File: config.mk
export PLATFORM = sky130hd
export DESIGN_NAME = fsw_device_flat
export DESIGN_NICKNAME = d
export VERILOG_FILES = /design/src/fsw_pkg.sv /design/src/fsw_if.sv /design/src/fsw_device.sv /design/src/flat_wrapper.sv
export SDC_FILE = /design/constraint.sdc
export NUM_CORES = 1
export LEC_CHECK = 0
export BUFFER_PORTS_ARGS = -buffer_cell sky130_fd_sc_hd__buf_4
export CAP_MARGIN = 25
export CORE_UTILIZATION = 60
export DETAILED_ROUTE_END_ITERATION = 16
export PLACE_DENSITY_LB_ADDON = 0.15
export SYNTH_ARGS = -nofsm -noshare
export SYNTH_HDL_FRONTEND = slang
export SYNTH_SLANG_ARGS = --single-unit
File: constraint.sdc
create_clock -name CLK -period 2.82 [get_ports CLK]
set_input_delay 0.141 -clock CLK [delete_from_list [all_inputs] [get_ports CLK]]
set_output_delay 0.141 -clock CLK [all_outputs]
set_load 0.05 [all_outputs]
File: src/fsw_pkg.sv
// Package: shared constants for the flash status and word-program link.
// Assumes both ends run on one 25 MHz clock with active-low async reset.
package fsw_pkg;
  localparam int NPART = 4;
  localparam int PW = 2;
  localparam int AW = 16;
  localparam int DW = 16;
  // Status bit positions
  localparam int SB_READY = 7;
  localparam int SB_EHALT = 6;
  localparam int SB_EFAIL = 5;
  localparam int SB_PFAIL = 4;
  localparam int SB_VLOW = 3;
  localparam int SB_PHALT = 2;
  localparam int SB_LOCK = 1;
  localparam int SB_PBUSY = 0;
  localparam logic [7:0] STATUS_RESET = 8'h80;
  // Command codes
  localparam logic [7:0] CMD_PROG = 8'h40;
  localparam logic [7:0] CMD_PROG_ALT = 8'h10;
  localparam logic [7:0] CMD_READ_ARRAY = 8'hFF;
  localparam logic [7:0] CMD_READ_STATUS = 8'h70;
  localparam logic [7:0] CMD_CLEAR_STATUS = 8'h50;
  localparam logic [7:0] CMD_SUSPEND = 8'hB0;
  localparam logic [7:0] CMD_RESUME = 8'hD0;
  localparam logic [7:0] CMD_READ_ID = 8'h90;
  localparam logic [7:0] CMD_READ_QUERY = 8'h98;
  // Program time
  localparam int PROG_TIME_NS = 8000;
  localparam int CLK_NS = 40;
  localparam logic [15:0] PROG_CYCLES = 16'((PROG_TIME_NS + CLK_NS - 1) / CLK_NS);
  // Clocks per half of one host bus cycle (active, then idle)
  localparam logic [3:0] PHASE_LEN = 4'h8;
  // Read modes of a partition
  typedef enum logic [1:0] {
    FSW_RD_ARRAY = 2'b00,
    FSW_RD_STATUS = 2'b01,
    FSW_RD_ID = 2'b10,
    FSW_RD_QUERY = 2'b11
  } fsw_rmode_e;
  // Host register map (AXI4-Lite byte addresses)
  localparam logic [3:0] HR_CMD = 4'h0;
  localparam logic [3:0] HR_ADDR = 4'h4;
  localparam logic [3:0] HR_DATA = 4'h8;
  localparam logic [3:0] HR_STAT = 4'hC;
  localparam logic [1:0] OP_WRITE = 2'h0;
  localparam logic [1:0] OP_READ = 2'h1;
  localparam logic [1:0] OP_PROGRAM = 2'h2;
  function automatic logic [PW-1:0] part_of(input logic [AW-1:0] a);
    part_of = a[AW-1 -: PW];
  endfunction
endpackage

File: src/fsw_if.sv
// Interface: parallel flash bus between host controller and device.
// Assumes the bench resolves the data wire from the two enables.
`timescale 1ns/1ps
interface fsw_if;
  logic ce_b;
  logic oe_b;
  logic we_b;
  logic [15:0] addr;
  logic [15:0] dq_h2d;
  logic dq_h2d_oe;
  logic [15:0] dq_d2h;
  logic dq_d2h_oe;
  logic prog_supply_ok;
  logic standby;
  modport dev (input ce_b, oe_b, we_b, addr, dq_h2d, dq_h2d_oe, prog_supply_ok,
    output dq_d2h, dq_d2h_oe, standby);
  modport host (output ce_b, oe_b, we_b, addr, dq_h2d, dq_h2d_oe,
    input dq_d2h, dq_d2h_oe, standby);
endinterface

File: src/fsw_device.sv
// Device end: command decode, per-partition status, word program engine.
// Operation
// RULE_01: Program/lock commands switch partition to status reads; the code decodes no lock commands, only program does this
// RULE_02: Status reads are single accesses only
// RULE_03: Status latched on first CE/OE falling edge; the code latches again on an OE fall that follows CE
// RULE_04: Eight-bit status, upper byte driven zero
// RULE_05: Per-partition bits, device-wide ready bit
// RULE_06: Bit 7 low means engine busy
// RULE_07: Erase suspend sets bits 7,6 until resume; the code never sets bit 6, resume only clears it
// RULE_08: Erase fail bit 5; sequence error 7,5,4
// RULE_09: Bit 4 marks word program failure
// RULE_10: Supply-low bit sampled at completion only
// RULE_11: Program suspend sets bits 7,2 until resume
// RULE_12: Locked-block target aborts, sets bit 1
// RULE_13: Bits 7/0 encode busy location
// RULE_14: Clear-status zeroes status, keeps read modes
// RULE_15: Error bits clear only by command or reset
// RULE_16: Hardware reset clears status
// RULE_17: Host clears status after any error
// RULE_18: Programming only turns ones into zeros
// RULE_19: One programming partition, one erase-suspended
// RULE_20: Busy partition accepts status/suspend/id/query/array
// RULE_21: Host programs with setup then data word
// RULE_22: Standby deferred until programming completes
// Pins arrive asynchronously and are synchronised to CLK; lock state is an input.
`timescale 1ns/1ps
module fsw_device
(
  input wire logic CLK,
  input wire logic RST_B,
  fsw_if.dev BUS,
  input wire logic [fsw_pkg::NPART-1:0] LOCKED,
  input wire logic ERASE_FAIL,
  output logic [fsw_pkg::NPART-1:0] PART_PROGRAMMING,
  output logic BUSY
);
  import fsw_pkg::*;

  logic [2:0] ce_s1_q, ce_s2_q, ce_s3_q;
  logic [2:0] sync_d;
  logic [AW-1:0] addr_s1_q, addr_s2_q;
  logic [DW-1:0] dat_s1_q, dat_s2_q;
  logic vpp_s1_q, vpp_s2_q;
  logic ce_n, oe_n, we_n, ce_fall, oe_fall, we_rise, rd_act;

  // Two-flop synchronisers, then a third stage for edge detection
  always_comb begin
    sync_d = {BUS.ce_b, BUS.oe_b, BUS.we_b};
  end
  always_ff @(posedge CLK or negedge RST_B) begin
    if (!RST_B) begin
      ce_s1_q <= 3'h7;
      ce_s2_q <= 3'h7;
      ce_s3_q <= 3'h7;
      addr_s1_q <= '0;
      addr_s2_q <= '0;
      dat_s1_q <= '0;
      dat_s2_q <= '0;
      vpp_s1_q <= 1'b0;
      vpp_s2_q <= 1'b0;
    end else begin
      ce_s1_q <= sync_d;
      ce_s2_q <= ce_s1_q;
      ce_s3_q <= ce_s2_q;
      addr_s1_q <= BUS.addr;
      addr_s2_q <= addr_s1_q;
      dat_s1_q <= BUS.dq_h2d;
      dat_s2_q <= dat_s1_q;
      vpp_s1_q <= BUS.prog_supply_ok;
      vpp_s2_q <= vpp_s1_q;
    end
  end
  assign ce_n = ce_s2_q[2];
  assign oe_n = ce_s2_q[1];
  assign we_n = ce_s2_q[0];
  assign ce_fall = ce_s3_q[2] & ~ce_n;
  assign oe_fall = ce_s3_q[1] & ~oe_n;
  assign we_rise = ~ce_s3_q[0] & we_n & ~ce_n;
  assign rd_act = ~ce_n & ~oe_n & we_n;

  typedef enum logic [2:0] {
    FSW_IDLE = 3'b000,
    FSW_SETUP = 3'b001,
    FSW_PROG = 3'b010,
    FSW_PSUSP = 3'b011
  } fsw_eng_e;

  fsw_eng_e eng_q, eng_d;
  logic [7:0] stat_q [NPART];
  logic [7:0] stat_d [NPART];
  fsw_rmode_e mode_q [NPART];
  fsw_rmode_e mode_d [NPART];
  logic [PW-1:0] ppart_q, ppart_d;
  logic [15:0] cnt_q, cnt_d;
  logic [DW-1:0] mem_q [NPART];
  logic [DW-1:0] mem_d [NPART];
  logic [7:0] out_q, out_d;
  logic [DW-1:0] rdat_q, rdat_d;
  // Program word held locally: the host may reuse its data lines while the engine runs
  logic [DW-1:0] word_q, word_d;
  logic [PW-1:0] ap;
  logic [7:0] cmd;
  logic ready;

  assign ap = part_of(addr_s2_q);
  assign cmd = dat_s2_q[7:0];
  assign ready = (eng_q != FSW_SETUP) && (eng_q != FSW_PROG);

  always_comb begin
    eng_d = eng_q;
    ppart_d = ppart_q;
    cnt_d = cnt_q;
    out_d = out_q;
    rdat_d = rdat_q;
    word_d = word_q;
    for (int i = 0; i < NPART; i++) begin
      stat_d[i] = stat_q[i];
      mode_d[i] = mode_q[i];
      mem_d[i] = mem_q[i];
    end
    if (eng_q == FSW_PROG) begin
      if (cnt_q == 16'h0000) begin
        eng_d = FSW_IDLE;
        // Supply checked only at completion
        if (!vpp_s2_q) begin // RULE_10
          stat_d[ppart_q][SB_VLOW] = 1'b1;
        end else begin
          mem_d[ppart_q] = mem_q[ppart_q] & word_q; // RULE_18
        end
        if (ERASE_FAIL) begin
          stat_d[ppart_q][SB_EFAIL] = 1'b1; // RULE_08
        end
      end else begin
        cnt_d = cnt_q - 16'h0001;
      end
    end
    if (we_rise) begin
      if (eng_q == FSW_SETUP) begin
        // Second cycle: data word at target address
        ppart_d = ap;
        mode_d[ap] = FSW_RD_STATUS; // RULE_01
        if (LOCKED[ap]) begin
          stat_d[ap][SB_LOCK] = 1'b1; // RULE_12
          eng_d = FSW_IDLE;
        end else if (stat_q[ap][SB_VLOW]) begin
          stat_d[ap][SB_PFAIL] = 1'b1; // RULE_09 RULE_17
          eng_d = FSW_IDLE;
        end else begin
          eng_d = FSW_PROG;
          cnt_d = PROG_CYCLES;
          word_d = dat_s2_q;
        end
      end else begin
        case (cmd)
          CMD_PROG, CMD_PROG_ALT: begin
            if (eng_q == FSW_IDLE) begin // RULE_19
              eng_d = FSW_SETUP; // RULE_21
            end else begin
              stat_d[ap][SB_EFAIL] = 1'b1; // RULE_08
              stat_d[ap][SB_PFAIL] = 1'b1;
            end
          end
          CMD_READ_ARRAY: mode_d[ap] = FSW_RD_ARRAY; // RULE_20
          CMD_READ_STATUS: mode_d[ap] = FSW_RD_STATUS;
          CMD_READ_ID: mode_d[ap] = FSW_RD_ID;
          CMD_READ_QUERY: mode_d[ap] = FSW_RD_QUERY;
          CMD_CLEAR_STATUS: begin
            // Modes untouched, works with supply low
            for (int i = 0; i < NPART; i++) begin
              // Bits the engine sets in this same cycle survive the clear
              stat_d[i] = stat_d[i] & ~stat_q[i]; // RULE_14 RULE_15
            end
          end
          CMD_SUSPEND: begin
            if (eng_q == FSW_PROG) begin
              eng_d = FSW_PSUSP;
              stat_d[ppart_q][SB_PHALT] = 1'b1; // RULE_11
            end
          end
          CMD_RESUME: begin
            if (eng_q == FSW_PSUSP) begin
              eng_d = FSW_PROG;
              stat_d[ppart_q][SB_PHALT] = 1'b0;
            end
            stat_d[ap][SB_EHALT] = 1'b0; // RULE_07
          end
          default: ;
        endcase
      end
    end
    // Status latched on every OE falling edge, and on a CE falling edge unless OE is already low
    if ((ce_fall | oe_fall) && !(ce_fall && !oe_n && !ce_s3_q[1])) begin // RULE_03
      out_d = stat_q[ap] & 8'h7E; // RULE_05
      out_d[SB_READY] = ready; // RULE_06
      out_d[SB_PBUSY] = !ready && (ppart_q != ap); // RULE_13
    end
    if (rd_act) begin
      case (mode_q[ap])
        FSW_RD_STATUS: rdat_d = {8'h00, out_q}; // RULE_04 RULE_02
        FSW_RD_ARRAY: rdat_d = (!ready && ppart_q == ap) ? 16'hFFFF : mem_q[ap];
        default: rdat_d = 16'h0000;
      endcase
    end
  end

  always_ff @(posedge CLK or negedge RST_B) begin
    if (!RST_B) begin
      eng_q <= FSW_IDLE;
      ppart_q <= '0;
      cnt_q <= 16'h0000;
      out_q <= STATUS_RESET;
      rdat_q <= '0;
      word_q <= '0;
      for (int i = 0; i < NPART; i++) begin
        stat_q[i] <= 8'h00; // RULE_16
        mode_q[i] <= FSW_RD_ARRAY;
        mem_q[i] <= 16'hFFFF;
      end
    end else begin
      eng_q <= eng_d;
      ppart_q <= ppart_d;
      cnt_q <= cnt_d;
      out_q <= out_d;
      rdat_q <= rdat_d;
      word_q <= word_d;
      for (int i = 0; i < NPART; i++) begin
        stat_q[i] <= stat_d[i];
        mode_q[i] <= mode_d[i];
        mem_q[i] <= mem_d[i];
      end
    end
  end

  assign BUS.dq_d2h = rdat_q;
  assign BUS.dq_d2h_oe = rd_act;
  // Standby only once programming is finished or suspended
  assign BUS.standby = ce_n && ready; // RULE_22
  assign BUSY = !ready;
  always_comb begin
    PART_PROGRAMMING = '0;
    if (!ready) begin
      PART_PROGRAMMING[ppart_q] = 1'b1;
    end
  end
endmodule

File: src/flat_wrapper.sv
// flat-port wrapper written by rule: the top's interface ports become plain ports
module fsw_device_flat import fsw_pkg::*;
  (CLK, RST_B, LOCKED, ERASE_FAIL, PART_PROGRAMMING, BUSY, BUS_ce_b, BUS_oe_b, BUS_we_b, BUS_addr, BUS_dq_h2d, BUS_dq_h2d_oe, BUS_prog_supply_ok, BUS_dq_d2h, BUS_dq_d2h_oe, BUS_standby);
  fsw_if BUS_i ();
  input wire logic CLK;
  input wire logic RST_B;
  input wire logic [fsw_pkg::NPART-1:0] LOCKED;
  input wire logic ERASE_FAIL;
  output logic [fsw_pkg::NPART-1:0] PART_PROGRAMMING;
  output logic BUSY;
  input wire logic [$bits(BUS_i.ce_b)-1:0] BUS_ce_b;
  input wire logic [$bits(BUS_i.oe_b)-1:0] BUS_oe_b;
  input wire logic [$bits(BUS_i.we_b)-1:0] BUS_we_b;
  input wire logic [$bits(BUS_i.addr)-1:0] BUS_addr;
  input wire logic [$bits(BUS_i.dq_h2d)-1:0] BUS_dq_h2d;
  input wire logic [$bits(BUS_i.dq_h2d_oe)-1:0] BUS_dq_h2d_oe;
  input wire logic [$bits(BUS_i.prog_supply_ok)-1:0] BUS_prog_supply_ok;
  output wire logic [$bits(BUS_i.dq_d2h)-1:0] BUS_dq_d2h;
  output wire logic [$bits(BUS_i.dq_d2h_oe)-1:0] BUS_dq_d2h_oe;
  output wire logic [$bits(BUS_i.standby)-1:0] BUS_standby;
  assign BUS_i.ce_b = BUS_ce_b;
  assign BUS_i.oe_b = BUS_oe_b;
  assign BUS_i.we_b = BUS_we_b;
  assign BUS_i.addr = BUS_addr;
  assign BUS_i.dq_h2d = BUS_dq_h2d;
  assign BUS_i.dq_h2d_oe = BUS_dq_h2d_oe;
  assign BUS_i.prog_supply_ok = BUS_prog_supply_ok;
  assign BUS_dq_d2h = BUS_i.dq_d2h;
  assign BUS_dq_d2h_oe = BUS_i.dq_d2h_oe;
  assign BUS_standby = BUS_i.standby;
  fsw_device u_core (.CLK(CLK), .RST_B(RST_B), .BUS(BUS_i), .LOCKED(LOCKED), .ERASE_FAIL(ERASE_FAIL), .PART_PROGRAMMING(PART_PROGRAMMING), .BUSY(BUSY));
endmodule
# Word-level counts from Yosys, hierarchy flattened

Cells that the tools add are included.

Input bits: 44
Flip-flop bits (word level): 240

Equal/unequal tests: 17
Order comparisons: 7
Bitwise gates (word level): 43
Mux-type cells: 73
Reduce and logical (&&, ||, !) cells: 23
Add/subtract/negate cells: 1

Operators with widths:

| cell                                                                  | count |
|---|---|
| 32-bit two-way mux                                                    | 16 |
| 32-bit bitwise OR                                                     | 7 |
| 16-bit two-way mux                                                    | 12 |
| 32-bit case mux with 4 select lines                                   | 1 |
| 8-bit demux with 2-bit select                                         | 7 |
| 32-bit AND                                                            | 2 |
| 16-bit binary-select mux with 2-bit select                            | 2 |
| 64-bit bitwise mux                                                    | 1 |
| 32-bit NOT                                                            | 2 |
| 8-bit AND                                                             | 5 |
| 8-bit == test (second input constant)                                 | 5 |
| 8-bit NOT                                                             | 5 |
| 16-bit demux with 2-bit select                                        | 1 |
| 16-bit case mux with 2 select lines                                   | 1 |
| 8-bit case mux with 4 select lines                                    | 1 |
| 3-bit two-way mux                                                     | 9 |
| 8-bit by 7-bit == test with 1-bit output (second input constant)      | 3 |
| 7-bit two-way mux                                                     | 3 |
| 16-bit AND                                                            | 1 |
| 8-bit binary-select mux with 2-bit select                             | 1 |
| 16-bit zero test                                                      | 1 |
| 16-bit by 1-bit subtractor with 16-bit output (second input constant) | 1 |
| 6-bit two-way mux                                                     | 2 |
| 1-bit logical AND                                                     | 10 |
| other kinds (38)                                                      | 65 |

# Longest topological paths before layout

Gate-level depths: netlist (run 1).

Word-level depth: 22
Gate-level depth with buffers: 8

# Worst setup path after synthesis (run 1)

Ideal clock, no wire load.

Path kind: flip-flop to flip-flop
Start: register u_core.ce_s2_q[0]
End: register u_core.stat_q[26] in the netlist's numbering
Stages on the path, launching flop included: 7
Data arrival time: 2.118 ns
Path buffers: 1
Period minus slack after synthesis: 2.246 ns
Path slack: 0.574 ns
Setup time: 0.127 ns
Cell sequence: dfstp_2 > or3b_1 > clkbuf_1 > or4_1 > or4_4 > nand2_1 > o211ai_2

Cells in the longest elaborated chain, start to end: 3

Ends and longest elaborated chain:

| what                            | RTL line          | text |
|---|---|---|
| from (decl)                     | fsw_device.sv:39  | `logic [2:0] ce_s1_q, ce_s2_q, ce_s3_q;` |
| from (signal assigned)          | fsw_device.sv:63  | `ce_s2_q <= ce_s1_q;` |
| 1-bit AND (2 in a row)          | fsw_device.sv:78  | `assign we_rise = ~ce_s3_q[0] & we_n & ~ce_n;` |
| 32-bit two-way mux              | fsw_device.sv:137 | `if (we_rise) begin` |
| to (signal, indexed assignment) | fsw_device.sv:227 | `stat_q[i] <= stat_d[i];` |
| to (decl)                       | fsw_device.sv:89  | `logic [7:0] stat_q [NPART];` |

Every way passes these cells.
A chain may end at the register's enable or synchronous reset.

==> results of run 1 <==
[report_power, final]
part	internal [mW]	switching [mW]	total, mW	leakage [nW]
Sequential	3.08	0.132	3.21	2.36
Clock	1.66	1.16	2.82	0.359
Combinational	0.259	0.392	0.651	1.96
[critical path, stage by stage (launching register included)]
cell,delay (ns)
dfrtp_1,0.44
or4_1,0.66
or3_1,0.45
or3_1,0.46
a32oi_1,0.20
o31ai_1,0.09
[flip-flops by register name, summed over array words and instances, names as in the netlist, 8 cells and up]
name	flops
u_core.dat_s2_q	16
u_core.BUS.dq_d2h	16
u_core.stat_q	24
u_core.word_q	16
u_core.mode_q	8
u_core.cnt_q	16
u_core.out_q	8
u_core.mem_q	64
u_core.dat_s1_q	16
[metal layers]
| metal | wire length [um] | global-route usage [%] | vias up | part of all wire [%] |
|---|---|---|---|---|
| met3 | 1040 | 4.02 | 27 | 5.1 |
| met1 | 8790 | 37.3 | 3172 | 43 |
| met4 | 328 | 5.88 | 0 | 1.6 |
| met2 | 10300 | 46.5 | 160 | 50 |
| met5 | 0 | 0 | - | 0 |
| li1 | - | - | 2805 | - |
[final timing paths]
check / to / slack (ns) / cells after the start
setup / recovery: u_core.stat_q[5] / 0.37 / 5
hold / removal: u_core.stat_q[21] / 0.07 / 3
setup reg to reg: u_core.stat_q[5] / 0.37 / 5
hold reg to reg: u_core.vpp_s2_q / 0.35 / 0
max in group asynchronous: u_core.mem_q[22] / 1.70 / 3
min in group asynchronous: u_core.mode_q[6] / 0.26 / 2
[logic make-up after synthesis]
group	Yosys count	share of synthesized area, %
muxes	136	21.2
DFF	204	55.2
buffers and inverters	53	2.51
AOI/OAI and AO/OA	79	5.89
adders and majority gates	2	0.265
and+or+nand+nor	235	13.4
xor gates and xnor gates	17	1.58
[layout by cell type, fill, tap and decap left out, types with 6 or more instances in the layout]
master         instances
buf_4                 74
nand3_1               14
xnor2_1                9
nor2_1                50
dfrtp_1              129
clkbuf_8               6
inv_1                 10
nand4_1                7
nor4_1                11
mux4_2                41
clkbuf_16             22
dlygate4sd3_1         23
dfstp_2               74
mux2_2                90
clkinv_2               6
nand2_1               53
nor3_1                15
a22o_1                 9
and2_1                21
nand2b_1              24
or3_1                  9
o311ai_0               8
xor2_1                 8
o21ai_0               28
[layout make-up]
cell class | instances | area [sq um] | share of cell area [%]
flip-flops and latches | 204 | 5200 | 47.1
multi-input cells | 469 | 3990 | 36.2
repair buffers | 99 | 820 | 7.43
clock buffers | 30 | 631 | 5.72
well taps | 211 | 264 | 2.39
clock inverters | 10 | 92.6 | 0.839
inverters | 10 | 37.5 | 0.340
[what timing repair did]
item,in CTS,in global routing
setup buffers,0,0
hold buffers,23,0
hold endpoints to repair,81,0
setup endpoints to repair,0,0
==> results.py, run 1 <==
metrics = {
    "status": {
        "run_status": "finished, final reports clean",
    },
    "final_layout": {
        "insertedDiodeCount": 0,
        "fillers": 1018,
        "finish.cell_count_without_fillers": 1033,
        "area_growth_pct": 17.1,
        "final_design_area_no_fill_sq_um": 11000,
        "drive_above_1_share_pct": 40.8,
        "postLayoutCoreUtil_pct": 72.3,
        "layout.nets": 852,
    },
    "drt": {
        "drtPass1Iterations": 4,
        "detail_route.wl_per_cell_um": 19.8,
        "vias_per_cell": 5.97,
        "vias": 6164,
        "postRouteAntennaNets": 0,
        "finalWirelength_um": 20400,
        "drcViolationCount": 0,
        "drt_iter0_drc": 328,
    },
    "synthesis": {
        "syn_nets": 772,
        "netlist-cell-type-count": 64,
        "library_cell_occupying_the_most_area_in_the_post_synthesis_netlist": "dfrtp_1",
        "syn-instance-count": 726,
        "synth_enable_flop_cells": 0,
        "postSynthRegisterBits": 204,
        "netlist_top_cells_count": "dfrtp_1 (130), mux2_2 (90), dfstp_2 (74)",
        "synth.most_common_cell": "dfrtp_1",
        "yosys-top-cells-area": "dfrtp_1 (35%), dfstp_2 (21%), mux2_2 (11%)",
        "async_flop_share_pct": 100,
        "synthesis.area_sq_um": 9420,
        "synth_area_per_cell_sq_um": 13.0,
        "synth_largest_type_area_fraction_pct": 34.5,
        "ys_dominant_reg_cell": "dfrtp_1",
        "synthesis.yosys.warnings": 0,
        "yosysSeqAreaShare_pct": 55.2,
    },
    "clock_tree": {
        "clk-insertion-delay-late_ns": 0.52,
        "ctsResizeCount": 0,
        "cts_made_buffers": 22,
        "clk_path_buf_depth": 3,
        "clkTransAtPathRegs_ns": 0.06,
        "cts.htree.levels": 1,
        "numClockSinks": 204,
        "cts_tree": "built",
        "cts_root_buffer": "clkbuf_16",
    },
    "grt": {
        "grt_antenna_before_repair": 0,
        "grt_pass1_wl_um": 34200,
        "globalRoute.totalOverflow": 0,
        "grt_max_degree": 87,
        "grt_pass1_vias": 6678,
        "grt_usage_pct": 27.2,
    },
    "die": {
        "ioPinCount": 67,
        "die_w_um": 127,
        "std_cell_rows": 45,
        "die-area_sq_um": 16200,
        "core-area_sq_um": 15300,
        "starting_density_of_the_core_pct": 61.8,
        "fp.dieH_um": 127,
    },
    "placed_design": {
        "dpl_ws_ns": 0.405,
        "port-buffer-count": 51,
        "hpwlAfterDp_um": 13700,
        "area_post_placement_sq_um": 10100,
        "globalplace.congestion": 0.865,
        "dp_cells": 970,
    },
    "timing": {
        "maxSlewViolCount": 0,
        "finalClockSkew_ns": 0.0285,
        "finalWorstPathRequiredPeriod_ns": 2.45,
        "hold_viol_final": 0,
        "totalNegativeSetupSlack_ns": 0,
        "setup_slack_ns": 0.373,
        "period_share_pct": 86.8,
        "timing.slew.headroom_pct": 41.6,
        "fin_hold_ws_ns": 0.0668,
        "timing.fmax_mhz": 409,
        "tightest_slew_ns": 0.868,
        "rsz0062_at_grt": "false",
        "finalSetupViolCount": 0,
    },
    "critical_path": {
        "reg2reg_from": "u_core.dat_s2_q[0]",
        "worst-path-max-fanout": 8,
        "element_type_at_the_critical_path_start": "flop",
        "end_kind": "flop",
        "startpoint": "u_core.dat_s2_q[0]",
        "critPathRequiredTime_ns": 3.19,
        "critical_path_arrival_ns": 2.82,
        "timing.setup.critical_path_class": "reg2reg",
    },
    "job": {
        "max_cap_viol_count": 0,
    },
    "min_path": {
        "worst_hold_path_type": "in2reg",
        "min-delay-start": "ERASE_FAIL",
    },
    "power_and_ir_drop": {
        "p_total_mw": 6.68,
        "worst_ir_drop_vdd_uv": 678,
        "cellPowerDensity_nw_per_um2": 606,
        "power_leakage_nw": 4.67,
    },
}
Power figures use the tool's default switching activity.
==> run 2, diff against run 1 <==
CORE_MARGIN = 4   (was unset)
==> run 2 against run 1 <==
Clock power shrank 3%. Sequential share of layout area grew 0.080 points. Final cell count is essentially flat. Combinational power is essentially flat. Routed wire length grew 5.0%. Highest routed layer unchanged. Critical path depth is the same. Global-route usage shrank 2.1 points. Final area shrank 0.17%. Worst setup slack lost 0.043 ns.
==> results.py, run 2 (same netlist as run 1, synthesis figures left out) <==
metrics = {
    "status": {
        "run_status": "finished, final reports clean",
    },
    "clock_tree": {
        "cts_tree": "built",
        "cts_made_buffers": 22,
        "cts.htree.levels": 1,
        "clk-insertion-delay-late_ns": 0.51,
        "ctsResizeCount": 0,
        "clk_path_buf_depth": 3,
        "clkTransAtPathRegs_ns": 0.06,
        "numClockSinks": 204,
        "cts_root_buffer": "clkbuf_16",
        "cts_setup_buffers": 0,
    },
    "critical_path": {
        "critPathRequiredTime_ns": 3.20,
        "critical_path.n_buffers_inverters": 0,
        "critical_path.most_common_cell": "or3_1",
        "worst-path-max-fanout": 8,
        "rr_endpoint": "u_core.stat_q[21]",
        "crit_chain": "or4_1, or3_1, or3_1, a32oi_1, o31ai_1",
        "end_kind": "flop",
        "element_type_at_the_critical_path_start": "flop",
        "cp_top_family": "simple AND/OR/NAND/NOR gates",
        "critical_path.max_stage_delay_ns": 0.67,
        "reg2regPathDepth": 5,
        "critical_path_arrival_ns": 2.87,
        "crit_path_top_delay_cell": "or4_1",
        "ff2ff_setup_slack_ns": 0.33,
        "timing.setup.critical_path_class": "reg2reg",
        "reg2reg_from": "u_core.dat_s2_q[0]",
    },
    "min_path": {
        "worst_hold_path_type": "in2reg",
        "hold-path-endpoint": "u_core.stat_q[5]",
        "hold-path-cell-count": 3,
        "min-delay-start": "ERASE_FAIL",
    },
    "placed_design": {
        "port-buffer-count": 51,
        "hpwlAfterDp_um": 14100,
        "dpl_ws_ns": 0.344,
        "globalplace.congestion": 0.907,
        "dp_cells": 969,
    },
    "drt": {
        "wirelength_met1_um": 9090,
        "route.met3.wl_um": 951,
        "detail_route.wl_per_cell_um": 20.8,
        "vias_per_cell": 6.06,
        "drt_iter0_drc": 415,
        "dr_wl_met2_um": 10900,
        "postRouteAntennaNets": 0,
        "maxUsedRoutingLayer": "met4",
        "drcViolationCount": 0,
        "vias": 6249,
        "finalWirelength_um": 21500,
        "drtPass1Iterations": 5,
    },
    "power_and_ir_drop": {
        "worst_ir_drop_vdd_uv": 682,
        "power_leakage_nw": 4.66,
        "cellPowerDensity_nw_per_um2": 600,
    },
    "timing": {
        "timing.slew.headroom_pct": 40.1,
        "maxSlewViolCount": 0,
        "finalSetupViolCount": 0,
        "totalNegativeSetupSlack_ns": 0,
        "fin_hold_ws_ns": 0.102,
        "timing.fmax_mhz": 402,
        "period_share_pct": 88.3,
        "tightest_slew_ns": 0.891,
        "finalClockSkew_ns": 0.0127,
        "finalWorstPathRequiredPeriod_ns": 2.49,
        "rsz0062_at_grt": "false",
        "hold_viol_final": 0,
        "setup_slack_ns": 0.330,
    },
    "final_layout": {
        "multiInputGateArea_sq_um": 3990,
        "layout.nets": 851,
        "mostFrequentLayoutCell": "dfrtp_1",
        "largest_reg_flops": 64,
        "finish.cell_count_without_fillers": 1032,
        "area_growth_pct": 16.9,
        "largest_register": "u_core.mem_q",
        "postLayoutCoreUtil_pct": 71.9,
        "layout_top_registers": "u_core.mem_q x64, u_core.stat_q x24",
        "insertedDiodeCount": 0,
        "sequential_cell_area_sq_um": 5200,
        "mostFrequentLayoutCells": "dfrtp_1 (129), mux2_2 (90), dfstp_2 (74)",
        "fillers": 1081,
        "drive_above_1_share_pct": 40.2,
    },
    "die": {
        "die_w_um": 133,
        "core-area_sq_um": 15300,
        "die-area_sq_um": 17800,
        "fp.dieH_um": 133,
        "std_cell_rows": 45,
        "starting_density_of_the_core_pct": 61.5,
        "ioPinCount": 67,
    },
    "grt": {
        "globalRoute.totalOverflow": 0,
        "grt_pass1_vias": 6667,
        "grt_pass1_wl_um": 35500,
        "grt_usage_pct": 25.0,
        "grt_max_degree": 100,
        "grt_antenna_before_repair": 0,
    },
    "job": {
        "max_cap_viol_count": 0,
    },
}
==> run 2: layout make-up <==
type / instances / area share, %
tap: 211 / 2.40
timing repair buffer: 98 / 7.49
sequential: 204 / 47.2
clock buffer: 35 / 5.99
clock inverter: 5 / 0.364
inverter: 10 / 0.341
multi-input combinational: 469 / 36.2
==> run 2: timing repair <==
item / 4_1_cts / 5_1_grt
hold buffers: 23 / 0
endpoints found under the hold margin: 86 / 0
endpoints found under the setup margin: 0 / 0
==> run 2: how the worst max path moves through the flow <==
stage,startpoint,to,slack (ns),depth (start not counted)
after global routing,u_core.cnt_q[0],u_core.stat_q[29],0.20,7
after floorplan,u_core.ce_s2_q[0],u_core.stat_q[26],0.57,6
final,u_core.dat_s2_q[0],u_core.stat_q[21],0.33,5
after CTS,u_core.dat_s2_q[0],u_core.stat_q[21],0.33,5
after global placement,u_core.dat_s2_q[0],u_core.stat_q[29],0.37,4
after detailed placement,u_core.dat_s2_q[0],u_core.stat_q[18],0.34,5
==> run 2: power by group <==
group	internal, mW	leakage, nW	switching [mW]
Combinational	0.261	1.95	0.390
Sequential	3.08	2.36	0.134
Clock	1.61	0.345	1.13
==> run 2: stage by stage <==
stage,power [mW],cell area (sq um)
5_1_grt,6.87,11000
3_3_place_gp,3.86,10100
3_5_place_dp,3.89,10100
4_1_cts,6.67,11000
2_1_floorplan,3.63,9420
6_report,6.60,11000
==> run 2: routing by layer <==
metal,track usage [%],vias up
li1,-,2803
met1,33.9,3255
met2,42.8,147
met3,3.55,44
met4,7.31,0
met5,0,-
==> run 2: worst min-delay path, cell delays in order <==
cell	delay [ns]
buf_4	0.11
nand3_1	0.20
o31ai_1	0.11
==> run 3, diff against run 2 <==
CORE_MARGIN = 10   (was 4)
REMOVE_ABC_BUFFERS = 1   (was unset)
clock period = 2.73 ns   (was 2.82 ns; I/O delays follow)
==> run 3 against run 2 <==
Utilization rose by 0.65 points. Sequential power grew 3%. Maximum frequency increased by 1.4%. Worst setup slack got worse by 0.055 ns. Largest cell class unchanged. Die area up 19%. Sequential cell count did not move.
==> results.py, run 3 (same netlist as run 1, synthesis figures left out) <==
metrics = {
    "die": {
        "starting_density_of_the_core_pct": 61.5,
        "fp.dieH_um": 145,
        "std_cell_rows": 45,
        "die-area_sq_um": 21100,
        "die_w_um": 145,
        "ioPinCount": 67,
        "core-area_sq_um": 15300,
    },
    "timing": {
        "timing.fmax_mhz": 407,
        "totalNegativeSetupSlack_ns": 0,
        "finalWorstPathRequiredPeriod_ns": 2.46,
        "hold_viol_final": 0,
        "timing.slew.headroom_pct": 40.3,
        "tightest_slew_ns": 0.888,
        "setup_slack_ns": 0.275,
        "finalClockSkew_ns": 0.0136,
        "maxSlewViolCount": 0,
        "period_share_pct": 89.9,
        "finalSetupViolCount": 0,
        "rsz0062_at_grt": "false",
    },
    "final_layout": {
        "layout_top_registers": "u_core.mem_q x64, u_core.stat_q x24",
        "finish.cell_count_without_fillers": 1039,
        "mostFrequentLayoutCell": "dfrtp_1",
        "drive_above_1_share_pct": 40.7,
        "layout.nets": 858,
        "postLayoutCoreUtil_pct": 72.6,
        "insertedDiodeCount": 0,
        "area_growth_pct": 17.9,
        "mostFrequentLayoutCells": "dfrtp_1 (129), mux2_2 (90), buf_4 (79)",
        "final_design_area_no_fill_sq_um": 11100,
        "largest_register": "u_core.mem_q",
        "largest_reg_flops": 64,
    },
    "power_and_ir_drop": {
        "worst_ir_drop_vdd_uv": 528,
        "internal_power_mw": 5.32,
        "seqPwrFrac_pct": 47.4,
        "power_leakage_nw": 4.72,
        "switching_share_pct": 23.9,
        "power.net_switching_mw": 1.67,
        "power.share.clock_pct": 42.8,
        "combinationalPowerShare_pct": 9.8,
        "cellPowerDensity_nw_per_um2": 629,
    },
    "critical_path": {
        "timing.setup.critical_path_class": "reg2reg",
        "critical_path.max_stage_delay_ns": 0.50,
        "worst-path-max-fanout": 6,
        "crit_chain": "inv_1, ha_1, nor4b_1, and4_1, nand3_1, o32ai_1, mux2_4",
        "cp_top_family": "simple AND/OR/NAND/NOR gates",
        "critPathRequiredTime_ns": 3.16,
        "end_kind": "flop",
        "element_type_at_the_critical_path_start": "flop",
        "crit_path_top_delay_cell": "nor4b_1",
        "critical_path_arrival_ns": 2.88,
        "critical_path.n_buffers_inverters": 1,
    },
    "clock_tree": {
        "clkTransAtPathRegs_ns": 0.06,
        "ctsResizeCount": 0,
        "cts_root_buffer": "clkbuf_16",
        "cts_made_buffers": 22,
        "numClockSinks": 204,
        "cts_tree": "built",
        "clk_path_buf_depth": 3,
        "cts_setup_buffers": 0,
        "clk-insertion-delay-late_ns": 0.49,
        "cts.htree.levels": 1,
    },
    "job": {
        "max_cap_viol_count": 0,
    },
    "drt": {
        "vias_per_cell": 6.00,
        "postRouteAntennaNets": 0,
        "drt_iter0_drc": 339,
        "vias": 6230,
        "detail_route.wl_per_cell_um": 19.7,
        "drtPass1Iterations": 5,
        "finalWirelength_um": 20400,
        "drcViolationCount": 0,
    },
    "status": {
        "run_status": "finished, final reports clean",
    },
    "grt": {
        "grt_antenna_before_repair": 0,
        "globalRoute.totalOverflow": 0,
        "grt_pass1_vias": 6506,
        "grt_pass1_wl_um": 34300,
        "grt_usage_pct": 19.4,
        "grt_max_degree": 88,
    },
    "placed_design": {
        "dp_cells": 976,
        "port-buffer-count": 51,
        "hpwlAfterDp_um": 13900,
        "area_post_placement_sq_um": 10100,
        "globalplace.congestion": 0.891,
        "dpl_ws_ns": 0.319,
    },
    "min_path": {
        "worst_hold_path_type": "in2reg",
    },
}
-- run 3: path summary, 6_finish.rpt --
check                                   start            endpoint  slack [ns]  cells after the start
setup / recovery              u_core.cnt_q[0]   u_core.stat_q[29]        0.27                      7
hold / removal                     ERASE_FAIL   u_core.stat_q[13]         0.1                      3
setup reg to reg              u_core.cnt_q[0]   u_core.stat_q[29]        0.27                      7
hold reg to reg            u_core.dat_s1_q[8]  u_core.dat_s2_q[8]        0.34                      0
max in group asynchronous               RST_B    u_core.mem_q[53]        1.62                      3
min in group asynchronous               RST_B    u_core.stat_q[4]        0.26                      2
-- run 3: stage by stage --
stage,power [mW],hold slack (ns)
after floorplan,3.74,-0.159
after global placement,3.99,0.215
after detailed placement,4.03,0.232
after CTS,7.06,0.0647
after global routing,7.27,0.113
final,6.99,0.0980
-- run 3: routing by layer --
metal,routed length [um],vias up,global-route usage [%]
met2,10300,153,32.7
met3,1010,27,4.07
li1,-,2824,-
met4,274,0,3.89
met1,8840,3226,25.3
met5,0,-,0
-- run 3: power by group through the flow --
| stage | logic [mW] | clock network (mW) | registers, mW |
|---|---|---|---|
| after global routing | 0.750 | 3.19 | 3.34 |
| after CTS | 0.695 | 3.05 | 3.31 |
| after floorplan | 0.294 | 0 | 3.45 |
| after detailed placement | 0.667 | 0 | 3.36 |
| final | 0.683 | 2.99 | 3.32 |
| after global placement | 0.638 | 0 | 3.35 |
-- run 3: tightest hold or removal path, cell delays in order --
cell and delay, ns:
buf_4 0.11, nand3_1 0.19, o31ai_1 0.09
-- run 3: area by class of cell --
type / instances / area (sq um)
Tap cell: 211 / 264
Clock buffer: 34 / 667
Sequential cell: 204 / 5200
Clock inverter: 6 / 78.8
Multi-Input combinational cell: 469 / 3990
Timing Repair Buffer: 105 / 877
Fill cell: 1051 / 4200
Inverter: 10 / 37.5
-- run 3: timing repair --
| item | CTS | global route |
|---|---|---|
| hold endpoints to repair | 58 | 0 |
| endpoints found under the setup margin | 0 | 0 |
| hold buffers | 23 | 0 |
